<file path="src/design/irq_pkg.sv">
// Shared constants and types for the interrupt logic of the small 4-bit controller.
// Assumes a single instruction clock and a synchronous, active-high system reset.
package irq_pkg;

  // Number of request sources and the width of the core's 4-bit registers.
  localparam int unsigned NUM_SRC   = 8;
  localparam int unsigned NIBBLE_W  = 4;
  localparam int unsigned SRC_IDX_W = 3;

  // Source positions in the pending and enable vectors.
  localparam logic [2:0] SRC_EXT0   = 3'h0;
  localparam logic [2:0] SRC_EXT1   = 3'h1;
  localparam logic [2:0] SRC_TMR1   = 3'h2;
  localparam logic [2:0] SRC_TMR2   = 3'h3;
  localparam logic [2:0] SRC_TMR3   = 3'h4;
  localparam logic [2:0] SRC_TMR4   = 3'h5;
  localparam logic [2:0] SRC_ADC    = 3'h6;
  localparam logic [2:0] SRC_SERIAL = 3'h7;

  // Reset values of the enable and edge control registers.
  localparam logic [3:0] ENABLE_RESET   = 4'h0;
  localparam logic [3:0] EDGE_CTL_RESET = 4'h0;

  // Field positions inside an edge control register.
  localparam int unsigned EDGE_BOTH_BIT   = 1;
  localparam int unsigned EDGE_RISING_BIT = 2;

  // Page 1 vector offsets step by two words per source.
  localparam logic [3:0] VECTOR_STEP = 4'h2;

  // Instructions that must still complete after the enable instruction.
  localparam logic [1:0] ENABLE_HOLDOFF = 2'h1;

  // One accepted interrupt handed to the core.
  typedef struct packed {
    logic       valid;   // One-cycle pulse: branch to the vector now.
    logic [3:0] vector;  // Address inside page 1.
  } irq_take_t;

  // A write to one of the 4-bit control registers.
  typedef struct packed {
    logic       wr;      // One-cycle write strobe.
    logic [3:0] data;    // Value to store.
  } nibble_wr_t;

endpackage : irq_pkg

</file>
<file path="src/design/mcu_interrupt_logic.sv">
// Interrupt logic: request flags, enable registers, global enable and vectoring to page 1.
// Assumes the core pulses its strobes for one clock and branches on takeOut.valid.
// Summary of operation
// - Eight sources: two pins, timers, converter, serial.
// - External 0 edge chosen by its control bits.
// - External 1 edge chosen by its control bits.
// - Each timer underflow raises its own request.
// - External 0 needs enable A bit 0; vector 0.
// - External 1 needs enable A bit 1; vector 2.
// - Timer 1 needs enable A bit 2; vector 4.
// - Timer 2 needs enable A bit 3; vector 6.
// - Timer 3 needs enable B bit 0; vector 8.
// - Disabled A sources do not interrupt; skip polls.
// - Disabled timer 3 does not interrupt; skip polls.
// - Accepting any interrupt clears global enable.
// - Enable acts after one more instruction.
// - Flags set always; cleared by take or skip.
// - Timer 4 needs enable B bit 1; vector A.
`timescale 1ns/1ns
`default_nettype none
module mcu_interrupt_logic
  import irq_pkg::*;
(
  input  wire logic       clock,
  input  wire logic       srst,
  input  wire logic       extIrq0Pin,
  input  wire logic       extIrq1Pin,
  input  wire logic [3:0] tmrUnderflow,
  input  wire logic       adcDone,
  input  wire logic       serialDone,
  input  wire nibble_wr_t enableRegAWr,
  input  wire nibble_wr_t enableRegBWr,
  input  wire nibble_wr_t ext0CtlWr,
  input  wire nibble_wr_t ext1CtlWr,
  input  wire logic       irqOnInstruction,
  input  wire logic       irqOffInstruction,
  input  wire logic       instrDone,
  input  wire logic       skipQuery,
  input  wire logic [2:0] skipSel,
  output logic            skipResult,
  output irq_take_t       takeOut,
  output logic [3:0]      irqEnableRegA,
  output logic [3:0]      irqEnableRegB,
  output logic [3:0]      ext0EdgeControlReg,
  output logic [3:0]      ext1EdgeControlReg,
  output logic            globalIrqEnableFlag,
  output logic [7:0]      pendingFlags
);

  logic [1:0]         extPins;        // Raw pin levels in source order.
  logic [1:0][3:0]    extCtl;         // Edge control registers in source order.
  logic [1:0]         extHit;         // Qualified pin pulses, index 0 and 1.
  logic [7:0]         setVec;         // This cycle's request events.
  logic [7:0]         enVec;          // Per-source enables from both registers.
  logic [7:0]         readyVec;       // Pending and enabled.
  logic [7:0]         clrTake;        // Flag cleared by acceptance.
  logic [7:0]         clrSkip;        // Flag cleared by a successful skip.
  logic [1:0]         holdoff_q;      // Instructions left before acceptance is allowed.
  logic               accept;         // An interrupt is accepted this cycle.
  logic [2:0]         winIdx;         // Index of the winning source.
  logic               skipHit;        // Skip condition met this cycle.

  // Both pins and their control registers gathered in source order for the detector loop.
  always_comb
  begin
    extPins = {extIrq1Pin, extIrq0Pin};
    extCtl  = {ext1EdgeControlReg, ext0EdgeControlReg};
  end

  // Pins go through a two-stage synchroniser before the waveform check.
  // One detector per pin, so both pins share the same qualification and the same latency.
  for (genvar p = 0; p < 2; p++)
  begin : g_pin
    pin_edge_detect u_edge (
      .clock   (clock),
      .srst    (srst),
      .pin     (extPins[p]),
      .edgeCtl (extCtl[p]),
      .hit     (extHit[p])
    );
  end

  // Request events in source order; timers feed straight in.
  always_comb
  begin
    setVec = {serialDone, adcDone, tmrUnderflow, extHit};
    enVec  = {irqEnableRegB, irqEnableRegA};
  end

  // A source may interrupt only with its own enable and the global flag set.
  always_comb
  begin
    readyVec = pendingFlags & enVec;
    accept   = globalIrqEnableFlag && (holdoff_q == 2'h0) && (readyVec != 8'h00);
  end

  // Fixed priority: the lowest index has the lowest vector address.
  always_comb
  begin
    winIdx = 3'h0;
    for (int i = NUM_SRC - 1; i >= 0; i--)
    begin
      if (readyVec[i])
      begin
        winIdx = 3'(i);
      end
    end
  end

  // Skip works only while the polled source is disabled.
  always_comb
  begin
    skipHit = skipQuery && pendingFlags[skipSel] && !enVec[skipSel];
    clrTake = 8'h00;
    clrSkip = 8'h00;
    if (accept)
    begin
      clrTake[winIdx] = 1'b1;
    end
    if (skipHit)
    begin
      clrSkip[skipSel] = 1'b1;
    end
  end

  // Request flags: set regardless of enables, and a set beats a clear in the same cycle.
  always_ff @(posedge clock)
  begin
    if (srst)
    begin
      pendingFlags <= 8'h00;
    end
    else
    begin
      pendingFlags <= (pendingFlags & ~(clrTake | clrSkip)) | setVec;
    end
  end

  // Software-written registers.
  always_ff @(posedge clock)
  begin
    if (srst)
    begin
      irqEnableRegA      <= ENABLE_RESET;
      irqEnableRegB      <= ENABLE_RESET;
      ext0EdgeControlReg <= EDGE_CTL_RESET;
      ext1EdgeControlReg <= EDGE_CTL_RESET;
    end
    else
    begin
      if (enableRegAWr.wr)
      begin
        irqEnableRegA <= enableRegAWr.data;
      end
      if (enableRegBWr.wr)
      begin
        irqEnableRegB <= enableRegBWr.data;
      end
      if (ext0CtlWr.wr)
      begin
        ext0EdgeControlReg <= ext0CtlWr.data;
      end
      if (ext1CtlWr.wr)
      begin
        ext1EdgeControlReg <= ext1CtlWr.data;
      end
    end
  end

  // Global enable: acceptance clears it; the enable strobe wins only when no acceptance.
  always_ff @(posedge clock)
  begin
    if (srst)
    begin
      globalIrqEnableFlag <= 1'b0;
    end
    else if (accept)
    begin
      globalIrqEnableFlag <= 1'b0;
    end
    else if (irqOnInstruction)
    begin
      globalIrqEnableFlag <= 1'b1;
    end
    else if (irqOffInstruction)
    begin
      globalIrqEnableFlag <= 1'b0;
    end
  end

  // The enable strobe comes with its own completion; one later completion opens the gate.
  always_ff @(posedge clock)
  begin
    if (srst)
    begin
      holdoff_q <= 2'h0;
    end
    else if (irqOnInstruction)
    begin
      holdoff_q <= ENABLE_HOLDOFF;
    end
    else if (instrDone && (holdoff_q != 2'h0))
    begin
      holdoff_q <= holdoff_q - 2'h1;
    end
  end

  // Vector is twice the source index inside page 1.
  always_ff @(posedge clock)
  begin
    if (srst)
    begin
      takeOut    <= '0;
      skipResult <= 1'b0;
    end
    else
    begin
      takeOut.valid  <= accept;
      takeOut.vector <= accept ? 4'({1'b0, winIdx} * VECTOR_STEP) : takeOut.vector;
      skipResult     <= skipHit;
    end
  end

endmodule : mcu_interrupt_logic
`default_nettype wire

</file>
<file path="src/design/pin_edge_detect.sv">
// Synchroniser and waveform qualifier for one external interrupt pin.
// Assumes the pin is asynchronous to the clock; the output is a one-cycle pulse.
`timescale 1ns/1ns
`default_nettype none
module pin_edge_detect
  import irq_pkg::*;
(
  input  wire logic       clock,
  input  wire logic       srst,
  input  wire logic       pin,
  input  wire logic [3:0] edgeCtl,
  output logic            hit
);

  logic syncA_q;  // First synchroniser stage, read only by the second.
  logic syncB_q;  // Second synchroniser stage.
  logic last_q;   // Previous synchronised level for edge detection.
  logic hit_d;    // Qualified edge before registering.

  // Two flip-flops bring the pin into the clock domain, then one more remembers the last level.
  always_ff @(posedge clock)
  begin
    if (srst)
    begin
      syncA_q <= 1'b0;
      syncB_q <= 1'b0;
      last_q  <= 1'b0;
    end
    else
    begin
      syncA_q <= pin;
      syncB_q <= syncA_q;
      last_q  <= syncB_q;
    end
  end

  // Both edges when selected, otherwise the edge chosen by the polarity field.
  always_comb
  begin
    if (edgeCtl[EDGE_BOTH_BIT])
    begin
      hit_d = syncB_q ^ last_q;
    end
    else if (edgeCtl[EDGE_RISING_BIT])
    begin
      hit_d = syncB_q & ~last_q;
    end
    else
    begin
      hit_d = ~syncB_q & last_q;
    end
  end

  // Registered so that one pin transition gives exactly one pulse.
  always_ff @(posedge clock)
  begin
    if (srst)
    begin
      hit <= 1'b0;
    end
    else
    begin
      hit <= hit_d;
    end
  end

endmodule : pin_edge_detect
`default_nettype wire

</file>
<file path="config.mk">
export PLATFORM = sky130hd
export DESIGN_NAME = mcu_interrupt_logic
export DESIGN_NICKNAME = d
export VERILOG_FILES = /design/src/design/irq_pkg.sv /design/src/design/mcu_interrupt_logic.sv /design/src/design/pin_edge_detect.sv
export SDC_FILE = /design/constraint.sdc
export NUM_CORES = 1
export LEC_CHECK = 0
export BUFFER_PORTS_ARGS = -buffer_cell sky130_fd_sc_hd__buf_4
export CAP_MARGIN = 25
export CORE_MARGIN = 4
export CORE_UTILIZATION = 44
export DETAILED_ROUTE_END_ITERATION = 10
export PLACE_DENSITY = 0.73
export SYNTH_ARGS = -nofsm -noshare
export SYNTH_HDL_FRONTEND = slang
export SYNTH_SLANG_ARGS = --single-unit
</file>
<file path="constraint.sdc">
create_clock -name clock -period 1.6 [get_ports clock]
set_clock_uncertainty 0.05 [all_clocks]
set_input_delay 0.16 -clock clock [delete_from_list [all_inputs] [get_ports clock]]
set_output_delay 0.16 -clock clock [all_outputs]
set_load 0.05 [all_outputs]
</file>
Word level (Yosys, flattened, before mapping)
Cells that the tools add are included.
{"block": "totals", "regBits": 40}
{"block": "op_classes", "add_sub_neg": 1, "order_cmp": 4, "mux": 26, "n_bitwise": 15, "n_reduce_logical": 15}
{"op": "$mux 3", "n": 8}
{"op": "$and 8x8->8", "n": 2}
{"op": "$mux 8", "n": 2}
{"op": "$or 8x8->8", "n": 2}
{"op": "$mux 1", "n": 12}
{"op": "$lt 3x4->1 const B", "n": 2}
{"op": "$not 8->8", "n": 1}
{"op": "$reduce_bool 8->1", "n": 1}
{"op": "$logic_and 1x1->1", "n": 7}
{"op": "$bmux 1 s3", "n": 2}
{"op": "$demux 1 s3", "n": 2}
{"op": "$ge 3x1->1 const B", "n": 2}
{"op": "$reduce_bool 2->1", "n": 3}
{"op": "$and 1x1->1", "n": 4}
{"op": "$not 1->1", "n": 4}
{"op": "$reduce_or 2->1", "n": 2}
{"op": "$logic_not 2->1", "n": 1}
{"op": "$sub 2x1->2 const B", "n": 1}
{"op": "$xor 1x1->1", "n": 2}
{"op": "$logic_not 1->1", "n": 1}

Depth between registers and ports, before layout
Gate-level depths: netlist (run 1).
{"block": "logic_depth", "ltp_word": 18, "depth_mapped": 6}

Cells and area by module
Synthesis (run 1) repeated with hierarchy kept, for this count alone.
{"block": "unflattened", "hier_cells": 209, "area_unflattened_um2": 1891.8}
{"mod": "mcu_interrupt_logic", "instances": 1, "cells_per_inst": 181, "area_per_inst_um2": 1586.5, "seq_area_each_um2": 640.6}
{"mod": "pin_edge_detect", "instances": 2, "cells_per_inst": 14, "area_per_inst_um2": 152.6, "seq_area_each_um2": 80.1}

Least setup slack after synthesis (run 1)
No wires, ideal clock.
{"block": "synth_timing", "path_type": "register -> register", "startpoint": "register globalIrqEnableFlag", "endpoint": "register pendingFlags[7]", "arrival_ns": 1.623, "required_time_ns": 1.409, "path_slack_ns": -0.215, "stages_incl_launch_ff": 5, "n_path_buf": 0, "synth_period_minus_slack_ns": 1.815, "path_cell_list": "dfxtp_1 and2_0 and3_1 nor4b_1 a311oi_1"}
{"block": "synth_between", "elab_chain_len": 7}
{"item": "from (decl)", "line": "mcu_interrupt_logic.sv:46", "source": "output logic globalIrqEnableFlag,"}
{"item": "from (signal assigned)", "line": "mcu_interrupt_logic.sv:175", "source": "globalIrqEnableFlag <= 1'b0;"}
{"item": "from (signal assigned)", "line": "mcu_interrupt_logic.sv:179", "source": "globalIrqEnableFlag <= 1'b0;"}
{"item": "from (signal assigned)", "line": "mcu_interrupt_logic.sv:183", "source": "globalIrqEnableFlag <= 1'b1;"}
{"item": "$logic_and 1x1->1 (2 in series)", "line": "mcu_interrupt_logic.sv:94", "source": "accept = globalIrqEnableFlag && (holdoff_q == 2'h0) && (readyVec != 8'h00);"}
{"item": "$mux 8", "line": "mcu_interrupt_logic.sv:116", "source": "if (accept)"}
{"item": "$or 8x8->8", "line": "mcu_interrupt_logic.sv:135", "source": "pendingFlags <= (pendingFlags & ~(clrTake | clrSkip)) | setVec;"}
{"item": "$not 8->8", "line": "mcu_interrupt_logic.sv:135"}
{"item": "$and 8x8->8", "line": "mcu_interrupt_logic.sv:135"}
{"item": "$or 8x8->8", "line": "mcu_interrupt_logic.sv:135"}
{"item": "to (signal assigned)", "line": "mcu_interrupt_logic.sv:135"}
{"item": "to (decl)", "line": "mcu_interrupt_logic.sv:47", "source": "output logic [7:0] pendingFlags"}
No other way between the ends.
A chain may end at the register's enable or synchronous reset.

Final worst setup path (run 1)
{"block": "layout_timing", "startpoint": "register pendingFlags[4]", "endpoint": "register pendingFlags[6]"}
{"block": "layout_between", "elab_chain_len": 15, "word_cells_on_any_way": 23, "cone_classes": "order compare: 2; mux: 11; bitwise: 5; reduce/logical: 5"}
{"item": "$and 8x8->8", "line": "mcu_interrupt_logic.sv:93", "source": "readyVec = pendingFlags & enVec;"}
{"item": "$mux 3 (5 in series)", "line": "mcu_interrupt_logic.sv:103", "source": "if (readyVec[i])"}
{"item": "$lt 3x4->1 (not written as such) / $ge 3x1->1 (equally long branches)", "line": "mcu_interrupt_logic.sv:118", "source": "clrTake[winIdx] = 1'b1;"}
{"item": "$logic_and 1x1->1 (not written as such)", "line": "mcu_interrupt_logic.sv:118"}
{"item": "$mux 1 (not written as such)", "line": "mcu_interrupt_logic.sv:118"}
{"item": "$demux 1 s3", "line": "mcu_interrupt_logic.sv:118"}
{"item": "$mux 8", "line": "mcu_interrupt_logic.sv:116"}
{"item": "$or 8x8->8 *", "line": "mcu_interrupt_logic.sv:135"}
{"item": "$not 8->8 *", "line": "mcu_interrupt_logic.sv:135"}
{"item": "$and 8x8->8 *", "line": "mcu_interrupt_logic.sv:135"}
{"item": "$or 8x8->8 *", "line": "mcu_interrupt_logic.sv:135"}
Mark *: on every way between the ends. The rest lies on a longest branch, timed or not. The select of a mux whose other input is x is not followed.

==> impl_metrics.py, run 1 <==
metrics = {
    "outcome": {
        "outcome": "completed",
    },
    "synth": {
        "syn-num-nets": 250,
        "yosysTopAreaCellShare_pct": 41.5,
        "yosys-top-cells-count": "40 x dfxtp_1, 30 x nor2_1, 21 x mux2i_1, 12 x inv_1, 11 x nand2_1",
        "synth_area_per_cell_sq_um": 9.28,
        "synth_edf_count": 0,
        "yosys.area.top_type": "dfxtp_1",
        "synthTopCellsByArea": "dfxtp_1 42%, mux2i_1 11%, nor2_1 5.8%",
        "synth_seq_area_share_pct": 41.5,
        "synthCells": 208,
        "synth_seq_cells": 40,
        "yosysMostFrequentCell": "dfxtp_1",
        "yosys_warnings": 0,
        "ys_types": 49,
        "synth_area_sq_um": 1930,
        "async_flop_share_pct": 0,
        "synth_ff_type": "dfxtp_1",
    },
    "place": {
        "port_buffers": 66,
        "dpl.hpwl_mm": 3.60,
        "place_inst": 315,
        "gp_congestion": 0.907,
    },
    "global_route": {
        "grt_pass1_vias": 1596,
        "antenna_found_initial": 0,
        "grt_usage_pct": 17.9,
        "grt_max_degree": 43,
        "grt_pass1_wl_mm": 7.56,
        "grt-ovfl-total": 0,
    },
    "critical_path": {
        "end_kind": "flip-flop",
        "path_cells": "mux4_2, o2111ai_2, a2111oi_2, a2111oi_2",
        "worst_path_max_delay_cell": "mux4_2",
        "start_kind": "flip-flop",
        "cp.required_ps": 1730,
        "slowest_delay_ps": 500,
        "cp_max_fo": 6,
        "arrival_ps": 1650,
        "cpMostUsedCell": "a2111oi_2",
        "rrSetupSlack_ps": 80,
        "critPathKind": "flip-flop to flip-flop",
    },
    "cells_and_area": {
        "layout-drive-gt1-share_pct": 39.1,
        "utilization_pct": 64.4,
        "area_growth_pct": 37.4,
        "fin_cells": 324,
        "finalNetCount": 315,
        "diodes": 0,
    },
    "timing": {
        "hold_violations": 0,
        "fmax_mhz": 660,
        "post-route-period-util_pct": 94.7,
        "period_minus_slack_ps": 1520,
        "setup_viol": 0,
        "report.final.slew_viol_count": 0,
    },
    "power_and_ir_drop": {
        "seq_power_share_pct": 44.1,
        "p_total_mw": 2.58,
        "peakVddDrop_mv": 0.478,
        "clock_power_share_pct": 33.6,
        "leakagePower_nw": 1.15,
        "pwr-share-comb_pct": 22.3,
        "p_sw_mw": 0.775,
        "power.density_nw_per_um2": 973,
        "intPower_mw": 1.80,
        "switching_share_pct": 30.0,
    },
    "clocking": {
        "cts_sinks": 40,
        "cts-root-buf": "clkbuf_8",
        "h-tree-depth": 2,
        "path_clk_slew_ps": 80,
        "cts_buffers": 5,
        "cts_buffer_depth": 2,
        "post_cts_buffers": 0,
        "clk_latency_ps": 290,
        "cts_tree": "built",
    },
    "run": {
        "max_cap_viol_count": 0,
    },
    "route": {
        "antenna_left": 0,
        "vias": 1808,
        "drtIter0Drc": 170,
        "route.detailed.drc": 0,
        "wl_per_cell_microns": 15.3,
        "via_per_inst": 5.58,
        "firstDrtPassIters": 4,
        "finalWirelength_mm": 4.96,
    },
    "floorplan": {
        "die_x_microns": 74.2,
        "start_util_pct": 46.9,
        "die_h_microns": 74.2,
        "num_rows": 23,
        "die_area_sq_um": 5510,
        "core_area_sq_um": 4120,
        "io-pin-count": 68,
    },
    "worst_hold_path": {
        "hp-class": "input pin to flip-flop",
    },
}
-- worst max-delay path, delay by kind of cell (launching register included) --
family,cells,cell delay [ps]
flip-flops,1,370
multiplexers,1,500
AO/OA/AOI/OAI,3,490
-- final cells by class --
cell class / count / area (sq um)
Clock buffer: 6 / 82.6
Tap cell: 50 / 62.6
Inverter: 12 / 45.0
Clock inverter: 2 / 38.8
Fill cell: 358 / 1470
Multi-Input combinational cell: 144 / 1070
Timing Repair Buffer: 70 / 528
Sequential cell: 40 / 823
-- cells in the final DEF (no fill, tap or decap), types with 3 or more instances in the layout --
| cell | count |
|---|---|
| buf_4 | 69 |
| inv_1 | 12 |
| dfxtp_2 | 18 |
| clkbuf_8 | 6 |
| nor2_1 | 30 |
| a22oi_1 | 4 |
| dfxtp_1 | 22 |
| a211oi_1 | 8 |
| a2111oi_2 | 3 |
| mux2i_1 | 21 |
| nand2_1 | 11 |
| a21oi_1 | 8 |
| nor2b_1 | 8 |
| ha_1 | 4 |
| nor3_1 | 6 |
-- per-layer routing --
metal | GRT usage, % | routed length (microns) | vias to the layer above
met1 | 24.1 | 2120 | 835
met2 | 27.3 | 2270 | 84
li1 | - | - | 882
met3 | 5.00 | 485 | 7
met5 | 0 | 0 | -
met4 | 7.11 | 84 | 0
-- final timing paths --
check                           cells past startpoint                     from                      end
worst max-delay path                                4          pendingFlags[4]          pendingFlags[6]
worst min-delay path                                2               extIrq1Pin  g_pin[1].u_edge.syncA_q
worst max register to register                      4          pendingFlags[4]          pendingFlags[6]
worst min register to register                      1  g_pin[0].u_edge.syncA_q  g_pin[0].u_edge.syncB_q
-- flip-flops by register name, summed over array words and instances (netlist names) --
signal and count:
irqEnableRegA 4, g_pin.u_edge.last_q 2, g_pin.u_edge.syncB_q 2, globalIrqEnableFlag 1
irqEnableRegB 4, ext1EdgeControlReg 4, ext0EdgeControlReg 4, g_pin.u_edge.hit 2
pendingFlags 8, takeOut 4, skipResult 1, g_pin.u_edge.syncA_q 2
holdoff_q 2
-- metrics by stage --
step	TNS (ps)	worst slack [ps]	hold slack, ps	cell area (sq um)
6_report	0	84.6	21.9	2650
4_1_cts	0	39.5	9.53	2610
5_1_grt	-77.8	-51.0	21.3	2650
3_5_place_dp	0	63.2	308	2480
2_1_floorplan	0	77.6	193	1960
3_3_place_gp	0	127	303	2480
-- logic make-up (layout without fill, tap and decap cells) --
family | count (synthesis) | after routing | synth area share, %
simple gates | 70 | 70 | 17.3
compound gates | 44 | 44 | 18.7
flops | 40 | 40 | 41.5
buf+inv | 24 | 90 | 5.19
mux | 23 | 23 | 13.4
fa+ha+maj | 5 | 5 | 3.24
other cells | 1 | 1 | 0.194
xor+xnor | 1 | 1 | 0.454
-- power groups by stage --
stage	Sequential, mW	Clock (mW)	Combinational (mW)
after global placement	1.15	0	0.556
final	1.14	0.867	0.576
after CTS	1.13	0.897	0.566
after global routing	1.14	0.925	0.616
after floorplan	1.30	0	0.211
after detailed placement	1.15	0	0.562
-- repair_timing --
action / in CTS / in global routing
hold buffers: 1 / 0
resized for setup: 0 / 8
endpoints found under the setup margin: 0 / 4
endpoints found under the hold margin: 1 / 0
No activity file was read; power rests on OpenSTA's default activity.
==> inputs of run 2 (changes only) <==
- PLACE_DENSITY: 0.73 -> 0.74
==> impl_metrics.py, run 2 (synthesis gave the netlist of run 1 again) <==
metrics = {
    "floorplan": {
        "io-pin-count": 68,
        "die_area_sq_um": 5510,
        "die_x_microns": 74.2,
        "core_area_sq_um": 4120,
        "start_util_pct": 46.9,
        "die_h_microns": 74.2,
        "num_rows": 23,
    },
    "clocking": {
        "cts_sinks": 40,
        "cts_buffers": 5,
        "clk_latency_ps": 290,
        "path_clk_slew_ps": 80,
        "cts_buffer_depth": 2,
        "cts_tree": "built",
        "h-tree-depth": 2,
        "cts-root-buf": "clkbuf_8",
    },
    "cells_and_area": {
        "layout-drive-gt1-share_pct": 39.9,
        "layout_common_cells": "71 x buf_4, 30 x nor2_1, 22 x dfxtp_1, 21 x mux2i_1, 18 x dfxtp_2",
        "multi_input_area_sq_um": 1060,
        "top_register": "pendingFlags",
        "ff_latch_area_sq_um": 823,
        "diodes": 0,
        "largest_reg_flops": 8,
        "final_common_cell": "buf_4",
        "fillers": 362,
        "area_growth_pct": 37.7,
        "finalNetCount": 317,
    },
    "route": {
        "drtIter0Drc": 147,
        "firstDrtPassIters": 4,
        "via_per_inst": 5.48,
        "wl_per_cell_microns": 15.2,
        "route.detailed.drc": 0,
        "vias": 1787,
        "finalWirelength_mm": 4.95,
        "antenna_left": 0,
    },
    "worst_hold_path": {
        "hp-class": "input pin to flip-flop",
    },
    "critical_path": {
        "rrSetupSlack_ps": 110,
        "end_kind": "flip-flop",
        "worst_path_max_delay_cell": "a2111oi_2",
        "cp_max_fo": 3,
        "cp.required_ps": 1740,
        "r2r-end": "pendingFlags[6]",
        "critPathKind": "flip-flop to flip-flop",
        "path_cells": "inv_1, ha_2, and2_4, and3_4, nor4b_4, a2111oi_2",
        "crit_start": "holdoff_q[1]",
        "start_kind": "flip-flop",
        "slowest_delay_ps": 350,
        "arrival_ps": 1630,
        "endpoint": "pendingFlags[6]",
        "reg2reg_depth": 6,
        "reg2reg_from": "holdoff_q[1]",
    },
    "timing": {
        "tns_ps": 0,
        "rsz0062_at_grt": "false",
        "fmax_mhz": 670,
        "hold_violations": 0,
        "post-route-period-util_pct": 93.2,
        "report.final.slew_viol_count": 0,
        "setup_viol": 0,
        "period_minus_slack_ps": 1490,
    },
    "global_route": {
        "grt-ovfl-total": 0,
        "grt_pass1_wl_mm": 8.02,
        "grt_max_degree": 31,
        "antenna_found_initial": 0,
        "grt_pass1_vias": 1728,
        "grt_usage_pct": 19.2,
    },
    "power_and_ir_drop": {
        "leakagePower_nw": 1.16,
        "power.density_nw_per_um2": 972,
        "p_total_mw": 2.58,
        "peakVddDrop_mv": 0.516,
    },
    "place": {
        "port_buffers": 66,
        "dpl.hpwl_mm": 3.70,
        "gp_congestion": 0.864,
    },
    "run": {
        "max_cap_viol_count": 0,
    },
    "outcome": {
        "outcome": "completed",
    },
}
-- run 2: cell types whose count changed in the layout (fill, tap and decap cells not counted), sizes merged --
| cell | previous run | this run |
|---|---|---|
| buf | 69 | 71 |
-- run 2: area by class of cell --
type	count	area share (%)
timing repair buffer	72	20.4
multi-input combinational	144	39.9
clock inverter	2	1.46
sequential	40	31.0
inverter	12	1.70
tap	50	2.36
clock buffer	6	3.11
-- run 2: what timing repair did --
item                                    CTS  global route
endpoints found under the setup margin    0             7
setup buffers                             0             0
resized for setup                         0             8
endpoints found under the hold margin     1             0
hold buffers                              1             0
-- run 2: how the worst min path moves through the flow --
stage | from | end | slack [ps] | cells after the start
2_1_floorplan | irqOnInstruction | holdoff_q[1] | 190 | 1
3_3_place_gp | irqOnInstruction | holdoff_q[1] | 300 | 2
3_5_place_dp | irqOnInstruction | holdoff_q[1] | 310 | 2
4_1_cts | extIrq1Pin | g_pin[1].u_edge.syncA_q | 7 | 2
5_1_grt | extIrq1Pin | g_pin[1].u_edge.syncA_q | 20 | 2
6_report | extIrq1Pin | g_pin[1].u_edge.syncA_q | 20 | 2
-- run 2: report_power, final --
part / total (mW) / switching [mW] / internal, mW / leakage [nW]
Sequential: 1.13 / 0.0677 / 1.06 / 0.335
Combinational: 0.582 / 0.348 / 0.234 / 0.766
Clock: 0.870 / 0.360 / 0.510 / 0.0614
-- run 2: critical path: cells and delay by family (launching register included) --
| kind | cells | cell delay [ps] |
|---|---|---|
| AO/OA/AOI/OAI | 1 | 350 |
| buffers and inverters | 1 | 50 |
| flip-flops | 1 | 330 |
| adder cells (fa/ha/maj) | 1 | 190 |
| AND/OR/NAND/NOR | 3 | 440 |
-- run 2: per-stage QoR --
step / util, % / instances / area [sq um] / hold slack (ps) / setup WS, ps
final: 64.5 / 326 / 2660 / 20.1 / 109
after global routing: 64.5 / 326 / 2660 / 20.7 / 1.52
after CTS: 63.9 / 326 / 2630 / 6.80 / 53.1
after global placement: 60.7 / 317 / 2500 / 303 / 125
after detailed placement: 60.7 / 317 / 2500 / 307 / 106
after floorplan: - / 208 / 1960 / 193 / 77.6
-- run 2: per-layer routing --
layer	routed length, microns	track usage [%]	share of wire (%)	vias to the layer above
li1	-	-	-	886
met1	2150	24.6	43	831
met2	2340	31.0	47	63
met3	404	5.27	8.2	7
met4	61	6.92	1.2	0
met5	0	0	0	-
